File: src/hw/wwd_pkg.sv
// package: constants, state codes and carriers of the windowed watchdog
package wwd_pkg;

    // ************************************************************
    // register map
    // ************************************************************
    localparam int APB_ADDR_W = 12;
    localparam logic [11:0] OFF_CONTROL = 12'h000;
    localparam logic [11:0] OFF_STATUS = 12'h004;
    localparam logic [6:0] COUNT_RESET = 7'h7f;
    localparam int ACT_BIT = 7;
    localparam int TOP_BIT = 6;
    localparam logic [6:0] COUNT_ROLL = 7'h40;

    // ************************************************************
    // prescaler and timing
    // ************************************************************
    localparam logic [13:0] PRE_MAX = 14'h3fff;
    localparam logic [14:0] WDG_DIV = 15'h4000;
    localparam logic [13:0] STEP_DIV64 = 14'h0040;
    localparam logic [13:0] WIN_BASE = 14'h0080;
    // per timebase_select: offset units added to the minimum window
    localparam logic [13:0] TB_LSB [0:3] = '{14'h003b, 14'h0035,
                                            14'h0023, 14'h0036};
    localparam int CLK_PERIOD_NS = 50;
    localparam int RESET_PULSE_NS = 30000;
    localparam logic [9:0] RESET_PULSE_CYC =
        10'(RESET_PULSE_NS / CLK_PERIOD_NS);
    localparam logic [12:0] STARTUP_SHORT = 13'h0100;
    localparam logic [12:0] STARTUP_LONG = 13'h1000;

    // ************************************************************
    // types
    // ************************************************************
    typedef enum logic [4:0] {
        ST_BOOT = 5'h01,
        ST_RUN = 5'h02,
        ST_HALT = 5'h04,
        ST_AHALT = 5'h08,
        ST_WAKE = 5'h10
    } wwd_state_type;

    typedef struct packed {
        logic psel;
        logic penable;
        logic pwrite;
        logic [11:0] paddr;
        logic [31:0] pwdata;
    } wwd_apb_req_type;

    typedef struct packed {
        logic [31:0] prdata;
        logic pready;
        logic pslverr;
    } wwd_apb_rsp_type;

    typedef struct packed {
        logic halt_exec;
        logic ext_irq;
        logic osc_irq;
        logic timebase_irq_enable;
        logic halt_reset_option;
        logic hw_watchdog_option;
        logic startup_long;
        logic [1:0] timebase_select;
    } wwd_sys_in_type;

    typedef struct packed {
        wwd_state_type state;
        logic [6:0] step_count;
        logic activation_bit;
        logic [13:0] pre;
        logic [13:0] first_wait;
        logic [12:0] start_cnt;
        logic [9:0] pulse_cnt;
        logic reset_n;
        logic [31:0] prdata;
        logic pready;
        logic pslverr;
    } wwd_regs_type;

    localparam wwd_regs_type REGS_RESET = '{
        state: ST_BOOT,
        step_count: COUNT_RESET,
        activation_bit: 1'b0,
        pre: 14'h0000,
        first_wait: 14'h0000,
        start_cnt: 13'h0000,
        pulse_cnt: 10'h000,
        reset_n: 1'b1,
        prdata: 32'h0000_0000,
        pready: 1'b0,
        pslverr: 1'b0
    };

endpackage : wwd_pkg

File: src/hw/wwd_top.sv
// module: windowed watchdog downcounter with APB control register
//
// Implementation choices: the APB interface to the registers and the register offsets.
`timescale 1ns/100ps

module wwd_top
    import wwd_pkg::*;
(
    input wire logic sys_clk_in,
    input wire logic rst_in,
    input wire logic clk_en_in,
    input wire logic divided_osc_clock_in,
    input wire wwd_apb_req_type apb_req_in,
    input wire wwd_sys_in_type sys_in,
    output wwd_apb_rsp_type apb_rsp_out,
    output logic reset_pin_n_out
);

    // ************************************************************
    // state and decode
    // ************************************************************
    wwd_regs_type cur_reg;
    wwd_regs_type cur_next;

    logic active;
    logic running;
    logic wr_ctrl;
    logic setup;
    logic osc_tick;
    logic dec_tick;
    logic dec_now;
    logic reset_req;
    logic [13:0] win_min;
    logic [14:0] remain;

    // hardware option overrides the software activation bit
    // option forces active
    assign active = cur_reg.activation_bit | sys_in.hw_watchdog_option;
    assign running = (cur_reg.state == ST_RUN);
    assign osc_tick = divided_osc_clock_in;
    assign setup = apb_req_in.psel && !apb_req_in.penable && !cur_reg.pready;
    assign wr_ctrl = apb_req_in.psel && apb_req_in.penable &&
                     cur_reg.pready && apb_req_in.pwrite &&
                     (apb_req_in.paddr == OFF_CONTROL);
    assign win_min = 14'((TB_LSB[sys_in.timebase_select] + WIN_BASE) *
                         STEP_DIV64);
    assign remain = WDG_DIV - {1'b0, cur_reg.pre};

    // ************************************************************
    // next state
    // ************************************************************
    always_comb begin
        cur_next = cur_reg;
        dec_tick = 1'b0;
        dec_now = 1'b0;
        reset_req = 1'b0;

        // prescaler is shared with the timebase, so it keeps running in
        // active halt; it freezes in full halt and during start-up
        // prescaler runs in run and active halt only
        if (osc_tick && (running || cur_reg.state == ST_AHALT)) begin
            cur_next.pre = cur_reg.pre + 14'h0001;
            if (cur_reg.first_wait != 14'h0000) begin
                cur_next.first_wait = cur_reg.first_wait - 14'h0001;
                if (cur_reg.first_wait == 14'h0001) begin
                    dec_tick = 1'b1;
                end
            end else if (cur_reg.pre == PRE_MAX) begin
                dec_tick = 1'b1;
            end
        end

        // counting goes on regardless of activation
        // free running count
        dec_now = dec_tick && running;
        if (dec_now) begin
            cur_next.step_count = cur_reg.step_count - 7'h01;
            if (active && cur_reg.step_count == COUNT_ROLL) begin
                reset_req = 1'b1;
            end
        end

        if (wr_ctrl) begin
            cur_next.step_count = apb_req_in.pwdata[6:0];
            cur_next.activation_bit = cur_reg.activation_bit |
                                      apb_req_in.pwdata[ACT_BIT];
            if ((cur_next.activation_bit || sys_in.hw_watchdog_option) &&
                !apb_req_in.pwdata[TOP_BIT]) begin
                reset_req = 1'b1;
            end
            // a write close to the prescaler wrap would give a too short
            // first step, so that step is pushed out to the window minimum
            // window minimum
            if (remain < {1'b0, win_min}) begin
                cur_next.first_wait = win_min;
            end else begin
                cur_next.first_wait = 14'h0000;
            end
        end

        // ********************************************************
        // low power modes
        // ********************************************************
        unique case (cur_reg.state)
            ST_BOOT: begin
                // oscillator start-up delay follows every reset
                // delay after reset
                cur_next.start_cnt = sys_in.startup_long ? STARTUP_LONG :
                                                           STARTUP_SHORT;
                cur_next.state = ST_WAKE;
            end
            ST_WAKE: begin
                if (cur_reg.start_cnt <= 13'h0001) begin
                    cur_next.state = ST_RUN;
                end else begin
                    cur_next.start_cnt = cur_reg.start_cnt - 13'h0001;
                end
            end
            ST_RUN: begin
                if (sys_in.halt_exec) begin
                    if (sys_in.timebase_irq_enable) begin
                        cur_next.state = ST_AHALT;
                    end else if (active && sys_in.halt_reset_option) begin
                        reset_req = 1'b1;
                    end else begin
                        // one last step, without a reset check
                        // decrement once
                        cur_next.step_count = cur_reg.step_count - 7'h01;
                        cur_next.state = ST_HALT;
                    end
                end
            end
            ST_HALT: begin
                if (sys_in.ext_irq) begin
                    cur_next.start_cnt = sys_in.startup_long ?
                                         STARTUP_LONG : STARTUP_SHORT;
                    cur_next.state = ST_WAKE;
                end
            end
            ST_AHALT: begin
                if (sys_in.osc_irq || sys_in.ext_irq) begin
                    cur_next.state = ST_RUN;
                end
            end
            default: begin
                cur_next.state = ST_BOOT;
            end
        endcase

        // ********************************************************
        // reset pin pulse
        // ********************************************************
        // the pin pulse is cut short if the system reset comes back first
        if (reset_req) begin
            cur_next.pulse_cnt = RESET_PULSE_CYC;
            cur_next.reset_n = 1'b0;
        end else if (cur_reg.pulse_cnt != 10'h000) begin
            cur_next.pulse_cnt = cur_reg.pulse_cnt - 10'h001;
            if (cur_reg.pulse_cnt == 10'h001) begin
                cur_next.reset_n = 1'b1;
            end
        end

        // ********************************************************
        // apb slave, no wait state; read data comes from a flop loaded in the setup phase
        // ********************************************************
        cur_next.pready = 1'b0;
        cur_next.pslverr = 1'b0;
        if (setup) begin
            cur_next.pready = 1'b1;
            if (apb_req_in.paddr == OFF_CONTROL) begin
                cur_next.prdata = {24'h00_0000, cur_reg.activation_bit,
                                   cur_reg.step_count};
            end else if (apb_req_in.paddr == OFF_STATUS) begin
                cur_next.prdata = {24'h00_0000, 1'b0, !cur_reg.reset_n,
                                   active, cur_reg.state};
            end else begin
                cur_next.prdata = 32'h0000_0000;
                cur_next.pslverr = 1'b1;
            end
        end
    end

    // ************************************************************
    // registers
    // ************************************************************
    // reset clears activation
    always_ff @(posedge sys_clk_in) begin
        if (rst_in) begin
            cur_reg <= REGS_RESET;
        end else if (clk_en_in) begin
            cur_reg <= cur_next;
        end
    end

    assign apb_rsp_out = '{prdata: cur_reg.prdata,
                           pready: cur_reg.pready,
                           pslverr: cur_reg.pslverr};
    assign reset_pin_n_out = cur_reg.reset_n;
endmodule : wwd_top

File: config.mk
export PLATFORM = sky130hd
export DESIGN_NAME = wwd_top
export DESIGN_NICKNAME = d
export VERILOG_FILES = /design/src/hw/wwd_pkg.sv /design/src/hw/wwd_top.sv
export SDC_FILE = /design/constraint.sdc
export NUM_CORES = 1
export LEC_CHECK = 0
export BUFFER_PORTS_ARGS = -buffer_cell sky130_fd_sc_hd__buf_2
export CAP_MARGIN = 20
export CORE_UTILIZATION = 60
export CTS_BUF_LIST = sky130_fd_sc_hd__clkbuf_8
export DETAILED_ROUTE_END_ITERATION = 12
export GPL_TIMING_DRIVEN = 0
export PLACE_DENSITY = 0.88
export SYNTH_ARGS = -nofsm -noshare
export SYNTH_HDL_FRONTEND = slang
export SYNTH_SLANG_ARGS = --single-unit
File: constraint.sdc
create_clock -name sys_clk_in -period 5.25 [get_ports sys_clk_in]
set_input_delay 0.2625 -clock sys_clk_in [delete_from_list [all_inputs] [get_ports sys_clk_in]]
set_output_delay 0.2625 -clock sys_clk_in [all_outputs]
set_load 0.03 [all_outputs]
## Word-level counts from Yosys, hierarchy flattened

Cells that the tools add are included.

- Bits in registers: 75
- Latch bits: 0
- RAM bits: 0
- Memory bits (read-only): 0
- Input port bits: 60
- Logic and storage cells: 116
- Memories kept: 0

- Add/subtract/negate cells: 7
- Multipliers: 0
- Divide/modulo/power cells: 0
- Magnitude comparators: 3
- Equality and inequality tests: 16
- Shifts and indexed selects: 0
- Muxes and demuxes: 42
- Bitwise gates (word level): 3
- Reduce and logical (&&, ||, !) cells: 34

Operators with widths:

| cell | number |
|---|---|
| $mux W14 | 4 |
| $mux W13 | 3 |
| $pmux W13 S3 | 1 |
| $mux W8 | 4 |
| $bmux W14 S2 | 1 |
| $mux W7 | 4 |
| $pmux W5 S5 | 1 |
| $mux W12 | 2 |
| $mux W11 | 2 |
| $mux W5 | 4 |
| $lt A15 B14 Y1 | 1 |
| $mux W1 | 15 |
| $sub A15 B14 Y15 const A | 1 |
| $add A14 B1 Y14 const B | 1 |
| $eq A14 B1 Y1 const B | 1 |
| $eq A14 B14 Y1 const B | 1 |
| $reduce_bool A14 Y1 | 1 |
| $sub A14 B1 Y14 const B | 1 |
| $le A13 B1 Y1 const B | 1 |
| $sub A13 B1 Y13 const B | 1 |
| $eq A12 B3 Y1 const B | 1 |
| $logic_not A12 Y1 | 1 |
| $logic_and A1 B1 Y1 | 11 |
| $eq A10 B1 Y1 const B | 1 |
| other kinds (25) | 41 |

## Logic depth before layout (Yosys ltp)

Gate-level depths: netlist (run 1).

- Depth after elaboration: 14
- Gate-level depth with buffers: 14
- Gate-level depth less buffers: 14

## Least setup slack after synthesis (run 1)

Ideal clock, no wire load.

- Kind: register to register
- Start: register cur_reg[74] (netlist bit)
- End: register cur_reg[69] (netlist bit)
- Library setup time: 0.086 ns
- Arrival time: 2.880 ns
- Data required time: 5.164 ns
- Setup slack: 2.284 ns
- Stages on the path, launching flop included: 14
- Clock period less this slack: 2.966 ns
- Path through: dfxtp_1 -> buf_2 -> or4_1 -> or3_1 -> nor4_1 -> xnor2_1 -> ha_1 -> nand2_1 -> nor2_1 -> a211oi_1 -> o21ai_1 -> a21oi_2 -> o21ai_1 -> a221oi_2

- Longest elaborated chain between the ends: 4

RTL lines:

| element | line | source |
|---|---|---|
| start: declaration | wwd_top.sv:22 | `wwd_regs_type cur_reg;` |
| start signal: assignment | wwd_top.sv:192 | `cur_reg <= cur_next;` |
| $sub A15 B14 Y15 | wwd_top.sv:47 | `assign remain = WDG_DIV - {1'b0, cur_reg.pre};` |
| $lt A15 B14 Y1 | wwd_top.sv:94 | `if (remain < {1'b0, win_min}) begin` |
| $mux W14 | wwd_top.sv:94 |  |
| $mux W14 | wwd_top.sv:83 | `if (wr_ctrl) begin` |

No other way between the ends.
A chain may end at the register's enable or synchronous reset.

## Worst setup path in the final report (run 1)

Same ends and word-level chain as after synthesis.

==> reports/metrics.cfg, run 1 <==
[global_route]
grtUsageTotal_pct=30.8
grt_pass1_vias=4427
grt_antenna_before_repair=0
grt_pass1_wl_um=20500
grt_max_degree=13
grt.overflow.total=0

[worst_setup_path]
rrSetupSlack_ns=1.83
startpoint_type=flip-flop
arrival_ns=3.68
crit_required_ns=5.51
path_class=reg -> reg
critPathMaxFanout=8
critPathCaptureType=flip-flop

[sta]
drv_slew=0
tns_ns=0
rsz0062_at_grt=false
setup_viol=0
worst_pin_slew_ns=0.738
slew_headroom_pct=50.2
finalCritPeriodShare_pct=65.1
max_freq_ghz=0.292
timing.final.hold_violations=0
fin_crit_ns=3.42
clock_skew_ns=0.0131

[yosys]
ys_types=63
async_reset_ff_share_pct=0
netlist_area_mm2=0.00471
yosysWarnings=0
synthCells=614
synth-edff-count=0
yosysSeqAreaShare_pct=31.9
ys_ff_latch=75
avgSynthCellArea_um2=7.67
synth_ff_type=dfxtp_1

[placed_design]
post-dp-hpwl_um=9110
place.port_buffers=44
gp_congestion=0.923

[route]
firstDrtPassIters=6
post_drt_wl_per_cell_um=15.5
postRouteAntennaNets=0
vias_per_cell=5.92
detail_route.iter0.violations=320
post-route-drc-count=0
wl_um=12300
vias=4715

[clock_network]
clockBufferDepth=2
cts_hold_buf=0
postCtsSetupRepairBufs=0
clkLatencyLatePin_ns=0.36
tritoncts=done
cts_max_level=3
clkTransAtPathRegs_ns=0.08
clock_sinks=75
cts-root-buf=clkbuf_8
cts_buffers=9
cts_resized=0

[status]
status=completed

[finish]
multi_input_area_mm2=0.00285
final_common_cell=nor2_1
n_antenna_cell=0
drive_gt1_share_pct=15.1
area_delta_synth_final_pct=14.3
layout.nets=767
layout_common_cells=nor2_1 (89), dfxtp_1 (75), nand2_1 (46), buf_2 (46), buf_4 (34)
seq_area_mm2=0.00150
fill_cells=607
largest_register_ffs=64

[power]
p_per_area_mw_per_mm2=303
fin_total_pwr_mw=1.63
vdd_drop_max_v=0.000211
p_leak_nw=2.34

[hold_path]
hold_path_class=in -> reg

[floorplanning]
die_width_um=90.6
io_pins=95
core_mm2=0.00741
row_count=31
die_h_um=90.6
die-area_mm2=0.00821
start_util_pct=63.6

[job]
timing.max_cap.violations=0

==> cell type report <==
class                   instances  share of cell area [%]
multi-input cells             478                    52.9
well taps                      99                    2.30
flip-flops and latches         75                    27.9
repair buffers                 44                    4.09
clock buffers                  10                    2.56
plain buffers                  63                    6.81
clock inverters                 6                    1.93
inverters                      21                    1.46
==> critical path: stages (launching register included) <==
cell	delay [ns]
dfxtp_1	0.30
buf_2	0.15
or4_1	0.56
or3_1	0.41
nor4_1	0.27
xnor2_1	0.12
ha_1	0.34
nand2_1	0.08
nor2_1	0.04
a211oi_1	0.23
o21ai_1	0.11
a21oi_2	0.34
o21ai_1	0.12
a221oi_2	0.25
==> metal layers <==
layer / share of wire, % / track usage, %
met2: 47 / 51.3
met1: 42 / 38.2
met5: 0 / 0
met3: 8.5 / 6.90
met4: 2.4 / 13.0
==> metrics by stage <==
step,worst slack [ns],area [µm²],instances,hold slack [ns],utilization [%]
2_1_floorplan,2.28,4800,637,0.403,-
3_3_place_gp,1.99,5140,780,0.465,69.4
3_5_place_dp,1.89,5140,780,0.485,69.4
4_1_cts,1.85,5380,796,0.156,72.6
5_1_grt,1.60,5380,796,0.158,72.6
6_report,1.83,5380,796,0.158,72.6
==> synth_stat cells, types with 15 or more instances <==
master | n | area [µm²]
a21oi_1 | 32 | 160
buf_4 | 34 | 255
clkbuf_1 | 26 | 97.6
dfxtp_1 | 75 | 1500
ha_1 | 15 | 188
inv_1 | 20 | 75.1
nand2_1 | 46 | 173
nand3_1 | 24 | 120
nor2_1 | 89 | 334
nor3_1 | 32 | 160
nor4_1 | 21 | 131
o21ai_0 | 19 | 95.1
xnor2_1 | 15 | 131
xor2_1 | 29 | 254
==> path summary, 6_finish.rpt <==
check / depth (start not counted) / startpoint / endpoint
setup reg to reg: 13 / cur_reg[74] / cur_reg[69]
hold reg to reg: 2 / apb_rsp_out[0] / apb_rsp_out[0]
setup / recovery: 13 / cur_reg[74] / cur_reg[69]
hold / removal: 3 / apb_req_in[3] / cur_reg[90]
==> power breakdown <==
part / switching (mW) / total [mW] / internal (mW)
Combinational: 0.259 / 0.427 / 0.168
Sequential: 0.0451 / 0.664 / 0.619
Clock: 0.215 / 0.541 / 0.325
==> kinds of logic after synthesis <==
| family | synth area share [%] |
|---|---|
| AO/OA/AOI/OAI | 13.7 |
| multiplexers | 2.15 |
| buffers and inverters | 9.46 |
| other | 0.0796 |
| flip-flops | 31.9 |
| XOR/XNOR | 8.18 |
| adder cells (fa/ha/maj) | 3.99 |
| AND/OR/NAND/NOR | 30.5 |
Note: power is estimated with default switching activity, not from simulation.
==> inputs of run 2 (changes only) <==
--- a/config.mk
+++ b/config.mk
@@ -7,11 +7,11 @@
 export LEC_CHECK = 0
 export BUFFER_PORTS_ARGS = -buffer_cell sky130_fd_sc_hd__buf_2
 export CAP_MARGIN = 20
-export CORE_UTILIZATION = 60
+export CORE_UTILIZATION = 52
 export CTS_BUF_LIST = sky130_fd_sc_hd__clkbuf_8
 export DETAILED_ROUTE_END_ITERATION = 12
 export GPL_TIMING_DRIVEN = 0
-export PLACE_DENSITY = 0.88
+export PLACE_DENSITY = 0.81
 export SYNTH_ARGS = -nofsm -noshare
 export SYNTH_HDL_FRONTEND = slang
 export SYNTH_SLANG_ARGS = --single-unit
==> constraint.sdc (replaced) <==
create_clock -name sys_clk_in -period 2.9 [get_ports sys_clk_in]
set_input_delay 0.145 -clock sys_clk_in [delete_from_list [all_inputs] [get_ports sys_clk_in]]
set_output_delay 0.145 -clock sys_clk_in [all_outputs]
set_load 0.03 [all_outputs]
==> run 2 against run 1 <==
Net effect:
- the run now ends with negative setup slack left
- cell area up 1.6%
- first-iteration DRC count increased by 25%
- non-clock buffer count rose by 5
- sequential power grew 81%
- cell count up 1.8%
- clock skew grew 0.00076 ns
- register-to-register slack worse by 2.0 ns
- wire length up 0.73%
==> reports/metrics.cfg, run 2 (synthesis results as in run 1) <==
[worst_setup_path]
max_stage_delay_ns=0.53  ; -0.03 ns
cp_top_family=simple AND/OR/NAND/NOR gates
critPathMaxFanout=3  ; -5
critPathCaptureType=flip-flop
path_class=reg -> reg
cpMostUsedCell=o21ai_1
rr_worst_depth=13  ; unchanged
arrival_ns=3.39  ; -0.29 ns
startpoint_type=flip-flop
crit_chain=or4_4 -> or3_4 -> nor4_4 -> xnor2_1 -> ha_1 -> nand2_1 -> nor2_1 -> a211oi_1 -> o21ai_1 -> a21oi_2 -> buf_4 -> o21ai_1 -> o31ai_1
critical_path.slowest_cell=or4_4
timing.critical_path.buf_inv=1  ; unchanged
path_depth=13  ; unchanged
crit_required_ns=3.18  ; -2.33 ns

[global_route]
grt_max_degree=14  ; +1
grt_pass1_vias=4343  ; -1.9%
grtUsageTotal_pct=26.5  ; -4.4 points
grt_antenna_before_repair=0  ; unchanged
grt.overflow.total=0  ; unchanged
grt_pass1_wl_um=20500  ; about the same

[clock_network]
clkLatencyLatePin_ns=0.37  ; about the same
clockBufferDepth=2  ; unchanged
cts-root-buf=clkbuf_8
cts_max_level=3  ; unchanged
tritoncts=done
cts_buffers=9  ; unchanged
clock_sinks=75  ; unchanged
clkTransAtPathRegs_ns=0.08  ; about the same

[sta]
fin_crit_ns=3.11  ; -0.308 ns
clock_skew_ns=0.0139  ; +0.000764 ns
rsz0062_at_grt=true
drv_slew=0  ; unchanged
timing.final.hold_violations=0  ; unchanged
tns_ns=-0.960  ; -0.960 ns
setup_viol=7  ; +7
worst_pin_slew_ns=0.741  ; +0.00337 ns
fin_ws_ns=-0.212  ; -2.04 ns
finalCritPeriodShare_pct=107  ; +42 points
slew_headroom_pct=50.6  ; +0.42 points
max_freq_ghz=0.321  ; +9.9%

[placed_design]
place.port_buffers=44  ; unchanged
post-dp-hpwl_um=8910  ; -2.1%
dpl_worst_slack_ns=-0.315  ; -2.21 ns
gp_congestion=0.950  ; +2.9%
place_area_mm2=0.00516  ; +0.44%

[power]
p_per_area_mw_per_mm2=511  ; +68%
fin_total_pwr_mw=2.79  ; +71%
p_leak_nw=2.36  ; +0.75%
vdd_drop_max_v=0.000258  ; +22%

[finish]
area_delta_synth_final_pct=16.0
layout.nets=772  ; +0.65%
fin_area_mm2=0.00547  ; +1.6%
drive_gt1_share_pct=18.1  ; +3.0 points
layout_common_cells=nor2_1 (86), dfxtp_1 (72), nand2_1 (46)
n_antenna_cell=0  ; unchanged
seq_area_mm2=0.00151  ; +0.58%
final_common_cell=nor2_1
fill_cells=742  ; +22%
largest_register_ffs=64  ; unchanged
multi_input_area_mm2=0.00292  ; +2.4%
utilization_pct=62.4  ; -10 points

[status]
violations=negative setup slack
status=finished with violations

[route]
postRouteAntennaNets=0  ; unchanged
post_drt_wl_per_cell_um=15.3  ; -1.0%
post-route-drc-count=0  ; unchanged
vias=4712  ; -0.064%
vias_per_cell=5.82  ; -1.8%
wl_um=12400  ; +0.73%
firstDrtPassIters=6  ; unchanged
detail_route.iter0.violations=401  ; +25%

[hold_path]
hold_path_class=in -> reg
hold_depth=3  ; unchanged

[floorplanning]
start_util_pct=53.7  ; -9.8 points
row_count=34  ; +9.7%
die_h_um=97.2  ; +7.3%
die_width_um=97.2  ; +7.3%
core_mm2=0.00876  ; +18%
io_pins=95  ; unchanged
die-area_mm2=0.00944  ; +15%

[job]
timing.max_cap.violations=0  ; unchanged

[run 2: changes by cell type in the layout (fill, tap and decap cells not counted), moves of 2 or more]
| cell | delta |
|---|---|
| clkinvlp_4 | +2 |
| dfxtp_4 | +2 |
| o21ai_1 | -3 |
| bufinv_16 | -2 |
| nor2_1 | -3 |
| nor2_2 | +3 |
| dfxtp_1 | -3 |
| o21ai_2 | +2 |
| buf_4 | +7 |
[run 2: final timing paths]
path	start	endpoint	slack, ns
setup / recovery	cur_reg[75]	cur_reg[65]	-0.21
hold / removal	apb_req_in[2]	cur_reg[89]	0.03
setup reg to reg	cur_reg[75]	cur_reg[65]	-0.21
hold reg to reg	cur_reg[48]	cur_reg[48]	0.50
[run 2: repair_timing]
| action | in CTS | in global routing |
|---|---|---|
| buffers inserted | 5 | 2 |
| hold endpoints to repair | 0 | 0 |
| gates resized for setup | 9 | 8 |
| pin swaps | 12 | 12 |
| endpoints found under the setup margin | 7 | 18 |
| hold buffers | 0 | 0 |
| cloned | 0 | 0 |
[run 2: metal layers]
| metal | global-route usage [%] | part of all wire [%] | vias up |
|---|---|---|---|
| met1 | 33.8 | 43 | 2193 |
| met2 | 45.1 | 48 | 197 |
| met4 | 8.50 | 2.2 | 0 |
| li1 | - | - | 2287 |
| met5 | 0 | 0 | - |
| met3 | 4.82 | 6.7 | 35 |
[run 2: power by group]
group / internal (mW) / switching, mW / leakage, nW
Sequential: 1.12 / 0.0835 / 0.610
Combinational: 0.306 / 0.458 / 1.65
Clock: 0.394 / 0.433 / 0.0950
Total: 1.82 / 0.974 / 2.36
[run 2: final cells by class]
| class | count | share of cell area (%) |
|---|---|---|
| multi-input combinational | 478 | 53.4 |
| clock buffer | 9 | 2.27 |
| clock inverter | 7 | 1.26 |
| buffer | 61 | 6.55 |
| tap | 108 | 2.47 |
| inverter | 21 | 1.44 |
| timing repair buffer | 51 | 4.99 |
| sequential | 75 | 27.6 |
[run 2: worst min-delay path: cells and delay by family]
family / cells / cell delay (ns)
AND/OR/NAND/NOR: 2 / 0.13
buffers and inverters: 1 / 0.09
[run 2: per-stage QoR]
stage | cells | hold slack [ns]
4_1_cts | 809 | 0.0265
2_1_floorplan | 637 | 0.286
3_3_place_gp | 789 | 0.399
3_5_place_dp | 789 | 0.401
6_report | 810 | 0.0277
5_1_grt | 810 | 0.0251
